### src/idtp_regs.vh
`ifndef IDTP_REGS_VH
`define IDTP_REGS_VH

// ************************************************************
// port offsets within the four-port window
// ************************************************************
`define IDTP_OFS_ISO_LO     2'h0
`define IDTP_OFS_ISO_HI     2'h1
`define IDTP_OFS_TTL_LO     2'h2
`define IDTP_OFS_TTL_HI     2'h3

// ************************************************************
// decode field and switch defaults
// ************************************************************
`define IDTP_ADDR_W         10
`define IDTP_DEC_HI         9
`define IDTP_DEC_LO         2
`define IDTP_SW_DEFAULT     8'h3f
`define IDTP_OUT_RESET      16'h0000

// ************************************************************
// interrupt jumper encodings
// ************************************************************
`define IDTP_SRC_ISO0       2'h0
`define IDTP_SRC_ISO1       2'h1
`define IDTP_SRC_TTL0       2'h2
`define IDTP_SRC_TTL1       2'h3
`define IDTP_EDGE_RISE      1'b0
`define IDTP_IRQ_NONE       3'h0
`define IDTP_IRQ_MIN        3'h2
`define IDTP_IRQ_MAX        3'h7
`define IDTP_IRQ_LINES      6
`define IDTP_IRQ_PULSE      8'h04
`define IDTP_PRIME_LEN      4

`endif

### src/idtp_sync.v
`timescale 1ns/10ps

// ************************************************************
// two-stage synchroniser for a vector of pins
// ************************************************************
module idtp_sync #(
	parameter W = 16
) (
	input  wire         clk,
	input  wire         rst_b,
	input  wire [W-1:0] d,
	output wire [W-1:0] q
);

	reg [W-1:0] meta_ff;
	reg [W-1:0] sync_ff;

	// first stage is read only by the second stage
	always @(posedge clk or negedge rst_b) begin
		if (!rst_b) begin
			meta_ff <= {W{1'b0}};
			sync_ff <= {W{1'b0}};
		end else begin
			meta_ff <= d;
			sync_ff <= meta_ff;
		end
	end

	assign q = sync_ff;

endmodule

### src/idtp_dio_port.v
`timescale 1ns/10ps
`include "idtp_regs.vh"

// Overview of operation
// (RL1) Card answers exactly four consecutive I/O addresses from its base, no others.
// (RL2) Base address selectable from hex 200 to 3F0 on four-byte steps; the decode also accepts bases 3F4 to 3FC.
// (RL3) Address bits 9..2 compared with eight switches; switch on means bit zero.
// (RL4) Default switch setting places the ports at hex 300 through 303.
// (RL5) Offsets 0,1 isolated channels; offsets 2,3 TTL channels.
// (RL6) Each input and output channel maps to one bit of a port.
// (RL7) Interrupt source: isolated input 0 or 1, or TTL input 0 or 1.
// (RL8) Interrupt on rising or falling edge of source; rising is default.
// (RL9) Interrupt routed to request line 2 to 7, or none which disables it.
// (RL10) Reads return input levels; writes latch and drive the outputs.
// (RL11) One interrupt request per qualifying edge while a line is selected; an edge during a pulse is dropped.
module idtp_dio_port #(
	parameter                 CH_W      = 16,
	parameter [7:0]           IRQ_PULSE = `IDTP_IRQ_PULSE
) (
	input  wire                       clk,
	input  wire                       rst_b,
	input  wire [`IDTP_ADDR_W-1:0]    bus_addr,
	input  wire                       bus_aen,
	input  wire                       bus_ior_b,
	input  wire                       bus_iow_b,
	input  wire [7:0]                 bus_din,
	output wire [7:0]                 bus_dout,
	output wire                       bus_dout_oe_b,
	input  wire [7:0]                 base_select_switch,
	input  wire [2:0]                 irq_line_jumper,
	input  wire                       trigger_edge_jumper,
	input  wire [1:0]                 irq_source_jumper,
	input  wire [CH_W-1:0]            isolated_input,
	input  wire [CH_W-1:0]            ttl_input,
	output wire [CH_W-1:0]            isolated_output,
	output wire [CH_W-1:0]            ttl_output,
	output wire [`IDTP_IRQ_LINES-1:0] irq_req
);

	// ************************************************************
	// functions
	// ************************************************************

	// pick one byte of a channel group by the low offset bit
	function [7:0] pick_byte;
		input [CH_W-1:0] grp;
		input            hi;
		begin
			pick_byte = hi ? grp[15:8] : grp[7:0];
		end
	endfunction

	// ************************************************************
	// pin synchronisers
	// ************************************************************
	wire [CH_W-1:0] iso_in_s;
	wire [CH_W-1:0] ttl_in_s;
	wire [2:0]      bus_ctl_s;

	idtp_sync #(.W(CH_W)) u_sync_iso (
		.clk   (clk),
		.rst_b (rst_b),
		.d     (isolated_input),
		.q     (iso_in_s)
	);

	idtp_sync #(.W(CH_W)) u_sync_ttl (
		.clk   (clk),
		.rst_b (rst_b),
		.d     (ttl_input),
		.q     (ttl_in_s)
	);

	// bus strobes are async to clk; address and data are held stable across them
	idtp_sync #(.W(3)) u_sync_bus (
		.clk   (clk),
		.rst_b (rst_b),
		.d     ({bus_aen, ~bus_ior_b, ~bus_iow_b}),
		.q     (bus_ctl_s)
	);

	wire aen_s = bus_ctl_s[2];
	wire rd_s  = bus_ctl_s[1];
	wire wr_s  = bus_ctl_s[0];

	// address and write data ride through the same two stages as the strobes,
	// so they line up with the synchronised strobe edge when they settle at the pins no later than the strobe
	wire [`IDTP_ADDR_W+7:0] adr_din_s;
	wire [`IDTP_ADDR_W-1:0] addr_s;
	wire [7:0]              din_s;

	idtp_sync #(.W(`IDTP_ADDR_W + 8)) u_sync_adr (
		.clk   (clk),
		.rst_b (rst_b),
		.d     ({bus_addr, bus_din}),
		.q     (adr_din_s)
	);

	assign addr_s = adr_din_s[`IDTP_ADDR_W+7:8];
	assign din_s  = adr_din_s[7:0];

	// ************************************************************
	// switch and jumper synchronisers
	// ************************************************************
	reg  [7:0] sw_meta_ff;
	reg  [7:0] sw_ff;
	reg  [5:0] jp_meta_ff;
	reg  [5:0] jp_ff;
	wire [2:0] line_s   = jp_ff[5:3];
	wire       edge_s   = jp_ff[2];
	wire [1:0] srcsel_s = jp_ff[1:0];

	// settings are static in use, but one moved with power on must not go metastable;
	// reset loads the shipped defaults so decode is sane right after release
	always @(posedge clk or negedge rst_b) begin
		if (!rst_b) begin
			sw_meta_ff <= `IDTP_SW_DEFAULT;                                          // RL4
			sw_ff      <= `IDTP_SW_DEFAULT;                                          // RL4
			jp_meta_ff <= {`IDTP_IRQ_NONE, `IDTP_EDGE_RISE, `IDTP_SRC_ISO0};
			jp_ff      <= {`IDTP_IRQ_NONE, `IDTP_EDGE_RISE, `IDTP_SRC_ISO0};        // RL8
		end else begin
			sw_meta_ff <= base_select_switch;
			sw_ff      <= sw_meta_ff;
			jp_meta_ff <= {irq_line_jumper, trigger_edge_jumper, irq_source_jumper};
			jp_ff      <= jp_meta_ff;
		end
	end

	// ************************************************************
	// address decode
	// ************************************************************
	// switch on reads as 1 and means address bit 0, so the expected bits are inverted
	wire [7:0] base_bits = ~sw_ff;                                                       // RL3
	// bit 9 must be set, which confines the window to 200..3ff in four-byte steps
	wire       hit = !aen_s && base_bits[7]
	                 && (addr_s[`IDTP_DEC_HI:`IDTP_DEC_LO] == base_bits);                 // RL1 RL2
	wire [1:0] ofs = addr_s[`IDTP_DEC_LO-1:0];                                           // RL1

	// ************************************************************
	// write strobe edge and output latches
	// ************************************************************
	reg             wr_d_ff;
	reg [CH_W-1:0]  iso_out_ff;
	reg [CH_W-1:0]  ttl_out_ff;
	reg [CH_W-1:0]  nxt_iso_out;
	reg [CH_W-1:0]  nxt_ttl_out;
	wire            wr_go = wr_s && !wr_d_ff && hit;

	// one write per strobe, taken on its synchronised leading edge
	always @* begin
		nxt_iso_out = iso_out_ff;
		nxt_ttl_out = ttl_out_ff;
		if (wr_go) begin
			case (ofs)
				`IDTP_OFS_ISO_LO: nxt_iso_out[7:0]  = din_s;                         // RL5 RL6
				`IDTP_OFS_ISO_HI: nxt_iso_out[15:8] = din_s;                         // RL5 RL6
				`IDTP_OFS_TTL_LO: nxt_ttl_out[7:0]  = din_s;                         // RL5 RL6
				`IDTP_OFS_TTL_HI: nxt_ttl_out[15:8] = din_s;                         // RL5 RL6
				default: begin
					nxt_iso_out = iso_out_ff;
				end
			endcase
		end
	end

	always @(posedge clk or negedge rst_b) begin
		if (!rst_b) begin
			wr_d_ff    <= 1'b0;
			iso_out_ff <= `IDTP_OUT_RESET;
			ttl_out_ff <= `IDTP_OUT_RESET;
		end else begin
			wr_d_ff    <= wr_s;
			iso_out_ff <= nxt_iso_out;                                               // RL10
			ttl_out_ff <= nxt_ttl_out;                                               // RL10
		end
	end

	assign isolated_output = iso_out_ff;                                                 // RL6
	assign ttl_output      = ttl_out_ff;                                                 // RL6

	// ************************************************************
	// read data path
	// ************************************************************
	reg  [7:0] rd_data_ff;
	reg        rd_oe_ff;
	reg  [7:0] nxt_rd_data;

	// input levels are sampled every cycle while the read stands
	always @* begin
		case (ofs)
			`IDTP_OFS_ISO_LO,
			`IDTP_OFS_ISO_HI: nxt_rd_data = pick_byte(iso_in_s, ofs[0]);                 // RL5 RL10
			`IDTP_OFS_TTL_LO,
			`IDTP_OFS_TTL_HI: nxt_rd_data = pick_byte(ttl_in_s, ofs[0]);                 // RL5 RL10
			default:          nxt_rd_data = 8'h00;
		endcase
	end

	always @(posedge clk or negedge rst_b) begin
		if (!rst_b) begin
			rd_data_ff <= 8'h00;
			rd_oe_ff   <= 1'b0;
		end else begin
			rd_data_ff <= (rd_s && hit) ? nxt_rd_data : 8'h00;
			rd_oe_ff   <= rd_s && hit;                                               // RL1
		end
	end

	// bus driver enable is low while the card drives the data lines
	assign bus_dout      = rd_data_ff;
	assign bus_dout_oe_b = ~rd_oe_ff;

	// ************************************************************
	// interrupt source, edge detect and request pulse
	// ************************************************************
	localparam ST_IDLE  = 2'b01;
	localparam ST_PULSE = 2'b10;

	reg        src_ff;
	reg        src_d_ff;
	reg [`IDTP_PRIME_LEN-1:0] prime_ff;
	reg [1:0]  st_ff;
	reg [1:0]  nxt_st;
	reg [7:0]  cnt_ff;
	reg [7:0]  nxt_cnt;
	reg [2:0]  line_ff;

	reg src_sel;
	always @* begin
		case (srcsel_s)
			`IDTP_SRC_ISO0: src_sel = iso_in_s[0];                                       // RL7
			`IDTP_SRC_ISO1: src_sel = iso_in_s[1];                                       // RL7
			`IDTP_SRC_TTL0: src_sel = ttl_in_s[0];                                       // RL7
			`IDTP_SRC_TTL1: src_sel = ttl_in_s[1];                                       // RL7
			default:        src_sel = 1'b0;
		endcase
	end

	wire line_ok = (line_s >= `IDTP_IRQ_MIN)
	               && (line_s <= `IDTP_IRQ_MAX);                                         // RL9
	wire rise    = src_ff && !src_d_ff;
	wire fall    = !src_ff && src_d_ff;
	// two synchroniser stages and two history bits all hold reset zeros; waiting until
	// every one carries a real pin level stops a false edge when the pin idles high
	wire edge_go = prime_ff[`IDTP_PRIME_LEN-1] && line_ok
	               && ((edge_s == `IDTP_EDGE_RISE) ? rise : fall);                       // RL8 RL11

	// an edge during a pulse is dropped: the host line cannot show two at once
	always @* begin
		nxt_st  = st_ff;
		nxt_cnt = cnt_ff;
		case (st_ff)
			ST_IDLE: begin
				if (edge_go) begin
					nxt_st  = ST_PULSE;                                          // RL11
					nxt_cnt = IRQ_PULSE;
				end
			end
			ST_PULSE: begin
				if (cnt_ff <= 8'h01) begin
					nxt_st  = ST_IDLE;
					nxt_cnt = 8'h00;
				end else begin
					nxt_cnt = cnt_ff - 8'h01;
				end
			end
			default: begin
				nxt_st  = ST_IDLE;
				nxt_cnt = 8'h00;
			end
		endcase
	end

	always @(posedge clk or negedge rst_b) begin
		if (!rst_b) begin
			src_ff       <= 1'b0;
			src_d_ff     <= 1'b0;
			prime_ff     <= {`IDTP_PRIME_LEN{1'b0}};
			st_ff        <= ST_IDLE;
			cnt_ff       <= 8'h00;
			line_ff      <= `IDTP_IRQ_NONE;
		end else begin
			src_ff       <= src_sel;
			src_d_ff     <= src_ff;
			prime_ff     <= {prime_ff[`IDTP_PRIME_LEN-2:0], 1'b1};
			st_ff        <= nxt_st;
			cnt_ff       <= nxt_cnt;
			if (st_ff == ST_IDLE) begin
				line_ff <= line_s;                                               // RL9
			end
		end
	end

	// one-hot onto lines 2..7; bit 0 is line 2
	genvar gi;
	generate
		for (gi = 0; gi < `IDTP_IRQ_LINES; gi = gi + 1) begin : g_irq
			assign irq_req[gi] = (st_ff == ST_PULSE)
			                     && (line_ff == (`IDTP_IRQ_MIN + gi));               // RL9
		end
	endgenerate

endmodule

### config.mk
export PLATFORM = sky130hd
export DESIGN_NAME = idtp_dio_port
export DESIGN_NICKNAME = d
export VERILOG_FILES = /design/src/idtp_sync.v /design/src/idtp_dio_port.v
export VERILOG_INCLUDE_DIRS = /design/src
export SDC_FILE = /design/constraint.sdc
export NUM_CORES = 1
export LEC_CHECK = 0
export BUFFER_PORTS_ARGS = -buffer_cell sky130_fd_sc_hd__buf_2
export CAP_MARGIN = 20
export CORE_MARGIN = 2
export CORE_UTILIZATION = 35
export CTS_CLUSTER_DIAMETER = 150
export DETAILED_ROUTE_END_ITERATION = 16
export PLACE_DENSITY = 0.54
export SYNTH_ARGS = -nofsm -noshare
export SYNTH_HDL_FRONTEND = slang
export SYNTH_SLANG_ARGS = --single-unit
### constraint.sdc
create_clock -name clk -period 2.6 [get_ports clk]
set_clock_uncertainty 0.1 [all_clocks]
set_input_delay 0.39 -clock clk [delete_from_list [all_inputs] [get_ports clk]]
set_output_delay 0.39 -clock clk [all_outputs]
set_load 0.005 [all_outputs]
=== Word-level counts from Yosys, hierarchy flattened ===
Cells that the tools add are included.
W data, S select, Z words.

* Register bits: 195
* Input bits: 69
* Output and inout port bits: 47
* Word-level logic and storage cells: 91

* Add/sub/neg operators: 1
* Order comparisons: 3
* Equal/unequal tests: 17
* Multiplexer cells: 12
* Bitwise logic cells: 4
* Reduce and logical (&&, ||, !) cells: 29

{| class="wikitable"
|+ Operator list
! cell !! count
|-
| $mux W8 || 5
|-
| $pmux W8 S2 || 2
|-
| $logic_and A1 B1 Y1 || 16
|-
| $eq A3 B3 Y1 const B || 4
|-
| $eq A2 B2 Y1 const B || 5
|-
| $reduce_and A2 Y1 || 5
|-
| $eq A8 B8 Y1 || 1
|-
| $le A8 B1 Y1 const B || 1
|-
| $not A8 Y8 || 1
|-
| $sub A8 B1 Y8 const B || 1
|-
| $eq A2 B1 Y1 const B || 3
|-
| $eq A3 B2 Y1 const B || 2
|-
| $logic_not A1 Y1 || 4
|-
| $logic_not A2 Y1 || 2
|-
| $mux W2 || 2
|-
| $ne A2 B2 Y1 const B || 2
|-
| $pmux W1 S4 || 1
|-
| $pmux W2 S2 || 1
|-
| $reduce_or A2 Y1 || 2
|-
| $ge A3 B2 Y1 const B || 1
|-
| $le A3 B3 Y1 const B || 1
|-
| $not A1 Y1 || 3
|-
| $mux W1 || 1
|}

=== Logic depth before layout (Yosys ltp) ===
* Word-level depth: 6
* Mapped depth: 7
* Mapped depth without buffers: 6

=== Hierarchy ===
Synthesis repeated with hierarchy kept, for this count alone.

* Cells, all modules: 348
* Area, all modules: 6256.0 µm²

{| class="wikitable"
|+ Modules (own cells, without submodules)
! module !! times used !! cells each !! area each (µm²) !! seq. area each (µm²)
|-
| idtp_dio_port || 1 || 242 || 3603.5 || 2243.4
|-
| idtp_sync at u_sync_iso ... || 2 || 32 || 800.8 || 800.8
|-
| idtp_sync at u_sync_adr || 1 || 36 || 900.9 || 900.9
|-
| idtp_sync at u_sync_bus || 1 || 6 || 150.1 || 150.1
|}

=== Worst setup path before layout ===
No wires, ideal clock.

* Path kind: reg-to-reg
* Start point: register cnt_ff[4]
* End point: register cnt_ff[6]
* Library setup time: 131 ps
* Arrival time: 1718 ps
* Required time: 2369 ps
* Slack: 651 ps
* Stages on the path, launching flop included: 6
* Path buffers: 1
* Clock period less this slack: 1949 ps
* Cell sequence: dfrtp_1 -> or4_4 -> o41a_1 -> buf_6 -> a32oi_2 -> o32ai_1

* Longest elaborated chain between the ends: 3
* Elaborated cells between the ends (all ways): 4
* Those cells by class: add/sub: 1; order compare: 1; mux: 2

{| class="wikitable"
|+ Ends and longest elaborated chain
! what !! RTL line !! text
|-
| start: declaration || idtp_dio_port.v:224 || <nowiki>reg [7:0] cnt_ff;</nowiki>
|-
| start signal: assignment || idtp_dio_port.v:287 || <nowiki>cnt_ff <= nxt_cnt;</nowiki>
|-
| $sub A8 B1 Y8 / $le A8 B1 Y1 (equally long branches) || idtp_dio_port.v:264, idtp_dio_port.v:260 ||
|-
| $mux W8 * || idtp_dio_port.v:260 || <nowiki>if (cnt_ff <= 8'h01) begin</nowiki>
|-
| $pmux W8 S2 * || idtp_dio_port.v:252 || <nowiki>case (st_ff)</nowiki>
|}

Mark *: on every way between the ends. The rest lies on a longest branch, timed or not.
A chain may end at the register's enable or synchronous reset.

=== Final worst setup path ===
* Start point: register cnt_ff[4]
* End point: register cnt_ff[5]

Same word-level chain as after synthesis.

==> results <==
- In this run the static leakage power is 4.00 nW.
- The net count of the finished layout is 626.
- Headroom to the max-slew limit came out at 55.7%.
- The worst-case clock buffer depth is 2.
- Summing internal, switching and leakage power gives 6.41 mW.
- The power per cell area is 761 nW/um^2.
- In the final timing run, aggregate negative setup slack is 0 ns.
- The layout filler cell count is 1,576.
- Once the floorplan was initialized, standard cells occupied 35.4% of the core.
- The global placer's final weighted congestion is 0.759.
- The global-route usage over all layers is 12.9%.
- The insertion delay to the later sink of the worst-skew pair is 0.42 ns.
- The critical-path maximum fanout is 5.
- The share of the clock period used by the worst path after layout is 82.4%.
- After floorplanning, the core was sized to cover 17,800 um^2.
- Buffers inserted during clock tree synthesis total 17.
- The number of global-route vias before repair is 3,805.
- Across all layers, the routed design uses 3,484 vias.
- Setup repair after global routing left no endpoint under its margin.
- The minimum setup slack among reg-to-reg paths is 0.46 ns.
- The startpoint of the tightest hold check path is bus_iow_b.
- The number of rows created at floorplan is 49.
- The antenna diode count is 0.
- The post-layout minimum cycle time is 2.14 ns.
- Across the VDD grid, the largest voltage drop is 0.000443 V.
- The data required time at the worst endpoint is 2.79 ns.
- The number of setup buffers added after CTS is 0.
- The worst hold endpoint is u_sync_bus.meta_ff[0].
- The number of cells traversed by the worst register-to-register path is 4.
- From synthesis to final layout, the design area changed by 33.7%.
- The level count of the clock H-tree is 4.
- The die is 138 um tall.
- Clock tree synthesis selected as its root buffer the cell sky130_fd_sc_hd__clkbuf_16.
- The critical path is of the flop to flop type.
- The highest clock rate is 0.467 GHz.
- In this run the critical register-to-register path is launched from cnt_ff[4].
- The worst setup path is launched from a flop.
- The final-report max-slew violation count is 0.
- The cell area after technology mapping is 6300 um^2.
- The die covers 19,100 um^2.
- Among all flip-flop cells after synthesis, the most frequent one is sky130_fd_sc_hd__dfrtp_1.
- Counting flops with an async set or reset pin after synthesis yields a share of 100%.
- The total overflow left after global routing is 0.
- The initial antenna violation count came to 0.
- The tool flagged a number of max-cap violations equal to 0.
- The number of synthesized flops with an enable pin is 0.
- The flow ran to the end, and the final reports show no timing, DRC or antenna violations.
- The fraction of layout cells with a size suffix above 1 is 38.0%.
- The fraction of post-synthesis cell area in the top cell type by area is 72.3%.
- In the final routed layout, each cell accounts on average for 14.2 um.
- The floorplan step set the die width to 138 um.
- Ranked by total cell area, the synthesized netlist is headed by sky130_fd_sc_hd__dfrtp_1, sky130_fd_sc_hd__mux2_2, sky130_fd_sc_hd__dfstp_2.
- Before antenna repair, the detailed router went through 4 iterations.
- For the pin with the worst max-slew slack, the measured transition is 0.664 ns.
- The aggregate routed wire length is 11.3 mm.
- The arrival time of data at the critical path endpoint is 2.34 ns.
- The average instance in the mapped netlist occupies 17.9 um^2.
- The hold path depth is 2.
- The element type at the critical path end is a flop.
- The wire length of the first global-routing pass is 19.3 mm.
- After synthesis, flip-flops and latches occupy 77.7% of the total area.
- The Yosys step of the flow raised 0 warnings.
- TritonCTS built the clock tree.
- In this run the critical register-to-register path is captured at cnt_ff[5].
- Once detail routing completed, the nets flagged for antenna violations numbered 0.
- The gate count after technology mapping is 352.
- The final routed DRC violation total is 0.
- The synthesized netlist contains 47 unique library cells.
- The synthesis-stage register bit count is 195.
- Detailed placement ended at an HPWL of 7.45 mm.
- The total of cells resized after clock tree synthesis is 0.
- In this run the tool buffered the top-level ports with 115 buffer cells.
- Entering global routing, the biggest net connects 78 pins.
- The final hold violation count was 0.
- Counting every net in the synthesized netlist gives 425.
- Setup violations remaining at the end of the flow were counted as 0.
- The I/O pin count is 116.
- The DRC violation total after the first TritonRoute iteration is 183.
- The vias per cell is 4.38.
- The path type of the worst min-delay path is primary input to flop.
- The synthesized design spends more area on one cell type than any other, namely sky130_fd_sc_hd__dfrtp_1.
- Counting every sink on the clock net gives 195.
- The clock edge transition at the registers on the reported setup and hold paths is 0.06 ns.
-- power by group --
part           internal, mW  switching (mW)  total [mW]
clock                  1.33            1.08        2.42
combinational         0.347           0.341       0.688
sequential             3.21          0.0884        3.30
-- final cells by class --
cell class / instances / area [um^2] / area share (%)
sequential: 195 / 4900 / 58.1
timing repair buffer: 188 / 1330 / 15.7
clock buffer: 23 / 448 / 5.32
multi-input combinational: 137 / 1320 / 15.6
inverter: 14 / 52.6 / 0.624
tap: 229 / 287 / 3.40
clock inverter: 9 / 96.3 / 1.14
-- registers in the layout (all words and copies together) (netlist names), 3 cells and up --
signal and count:
jp_meta_ff 6, u_sync_iso.meta_ff 16, cnt_ff 8, jp_ff 6
u_sync_adr.meta_ff 18, u_sync_iso.q 16, prime_ff 4, isolated_output 16
sw_meta_ff 8, sw_ff 8, bus_dout 8, u_sync_bus.q 3
u_sync_ttl.meta_ff 16, u_sync_adr.q 18, ttl_output 16, u_sync_ttl.q 16
line_ff 3, u_sync_bus.meta_ff 3
-- per-stage QoR --
stage	cell area (um^2)	hold WS [ns]	utilization (%)	std cells	setup slack, ns
2_1_floorplan	6300	-0.00559	-	352	0.651
3_3_place_gp	7210	0.233	40.5	696	0.526
3_5_place_dp	7210	0.235	40.5	696	0.474
4_1_cts	8420	0.00192	47.4	795	0.459
5_1_grt	8420	0.0108	47.4	795	0.359
6_report	8420	0.0373	47.4	795	0.457
-- cells by family after synthesis --
| kind of cell | count (synthesis) | synth area share [%] |
|---|---|---|
| flip-flops | 195 | 77.7 |
| AND/OR/NAND/NOR | 57 | 6.30 |
| multiplexers | 44 | 9.48 |
| AO/OA/AOI/OAI | 24 | 3.32 |
| buffers and inverters | 20 | 1.35 |
| XOR/XNOR | 7 | 0.973 |
| adder cells (fa/ha/maj) | 4 | 0.795 |
| other | 1 | 0.0595 |
-- cell usage after synthesis (2+ instances only) --
master and number:
sky130_fd_sc_hd__mux2_1 2, sky130_fd_sc_hd__nor3b_1 3, sky130_fd_sc_hd__nand2_1 5, sky130_fd_sc_hd__nand3_1 3, sky130_fd_sc_hd__nor2_1 13, sky130_fd_sc_hd__mux2_2 33
sky130_fd_sc_hd__o2bb2ai_1 3, sky130_fd_sc_hd__xnor2_1 7, sky130_fd_sc_hd__nor3_1 3, sky130_fd_sc_hd__buf_2 2, sky130_fd_sc_hd__nor4_4 2, sky130_fd_sc_hd__ha_1 4
sky130_fd_sc_hd__nand2b_1 5, sky130_fd_sc_hd__mux4_2 9, sky130_fd_sc_hd__clkbuf_1 3, sky130_fd_sc_hd__dfrtp_1 182, sky130_fd_sc_hd__nor4_1 2, sky130_fd_sc_hd__nand3_4 4
sky130_fd_sc_hd__o211ai_1 2, sky130_fd_sc_hd__nor2b_1 9, sky130_fd_sc_hd__dfstp_2 13, sky130_fd_sc_hd__o21ai_0 3, sky130_fd_sc_hd__o32ai_1 2, sky130_fd_sc_hd__inv_1 14
sky130_fd_sc_hd__a2bb2oi_1 2
-- critical path, cell delays in order, from the launching register on --
cell and delay, ns:
sky130_fd_sc_hd__dfrtp_1 0.42, sky130_fd_sc_hd__or4_4 0.57, sky130_fd_sc_hd__o41ai_2 0.56, sky130_fd_sc_hd__a21o_1 0.25, sky130_fd_sc_hd__o32ai_1 0.12
-- metal layers --
layer,track usage [%],wire (um),up-vias
met1,17.0,5030,1775
met5,0,0,-
met3,4.09,491,13
li1,-,-,1604
met4,4.35,143,0
met2,20.6,5640,92
-- how the worst max path moves through the flow --
stage	startpoint	endpoint	depth (start not counted)
final	cnt_ff[4]	cnt_ff[5]	4
after global routing	sw_ff[4]	isolated_output[14]	4
after CTS	sw_ff[4]	isolated_output[14]	4
after detailed placement	sw_ff[4]	isolated_output[14]	4
after global placement	sw_ff[3]	isolated_output[14]	4
after floorplan	cnt_ff[4]	cnt_ff[6]	5
-- placed cells by master (no fill, tap or decap), drive strengths merged, types with 5 or more instances in the layout --
| cell type | count |
|---|---|
| mux2 | 35 |
| dfrtp | 182 |
| nand2b | 5 |
| nand3 | 7 |
| dfstp | 13 |
| nor2 | 13 |
| mux4 | 9 |
| xnor2 | 7 |
| buf | 120 |
| nor2b | 9 |
| nand2 | 5 |
| inv | 17 |
| clkbuf | 24 |
| dlygate4sd3 | 67 |
-- what timing repair did --
item	4_1_cts	5_1_grt
endpoints found under the setup margin	0	0
hold endpoints to repair	120	0
hold buffers	67	0
Power figures use the tool's default switching activity.
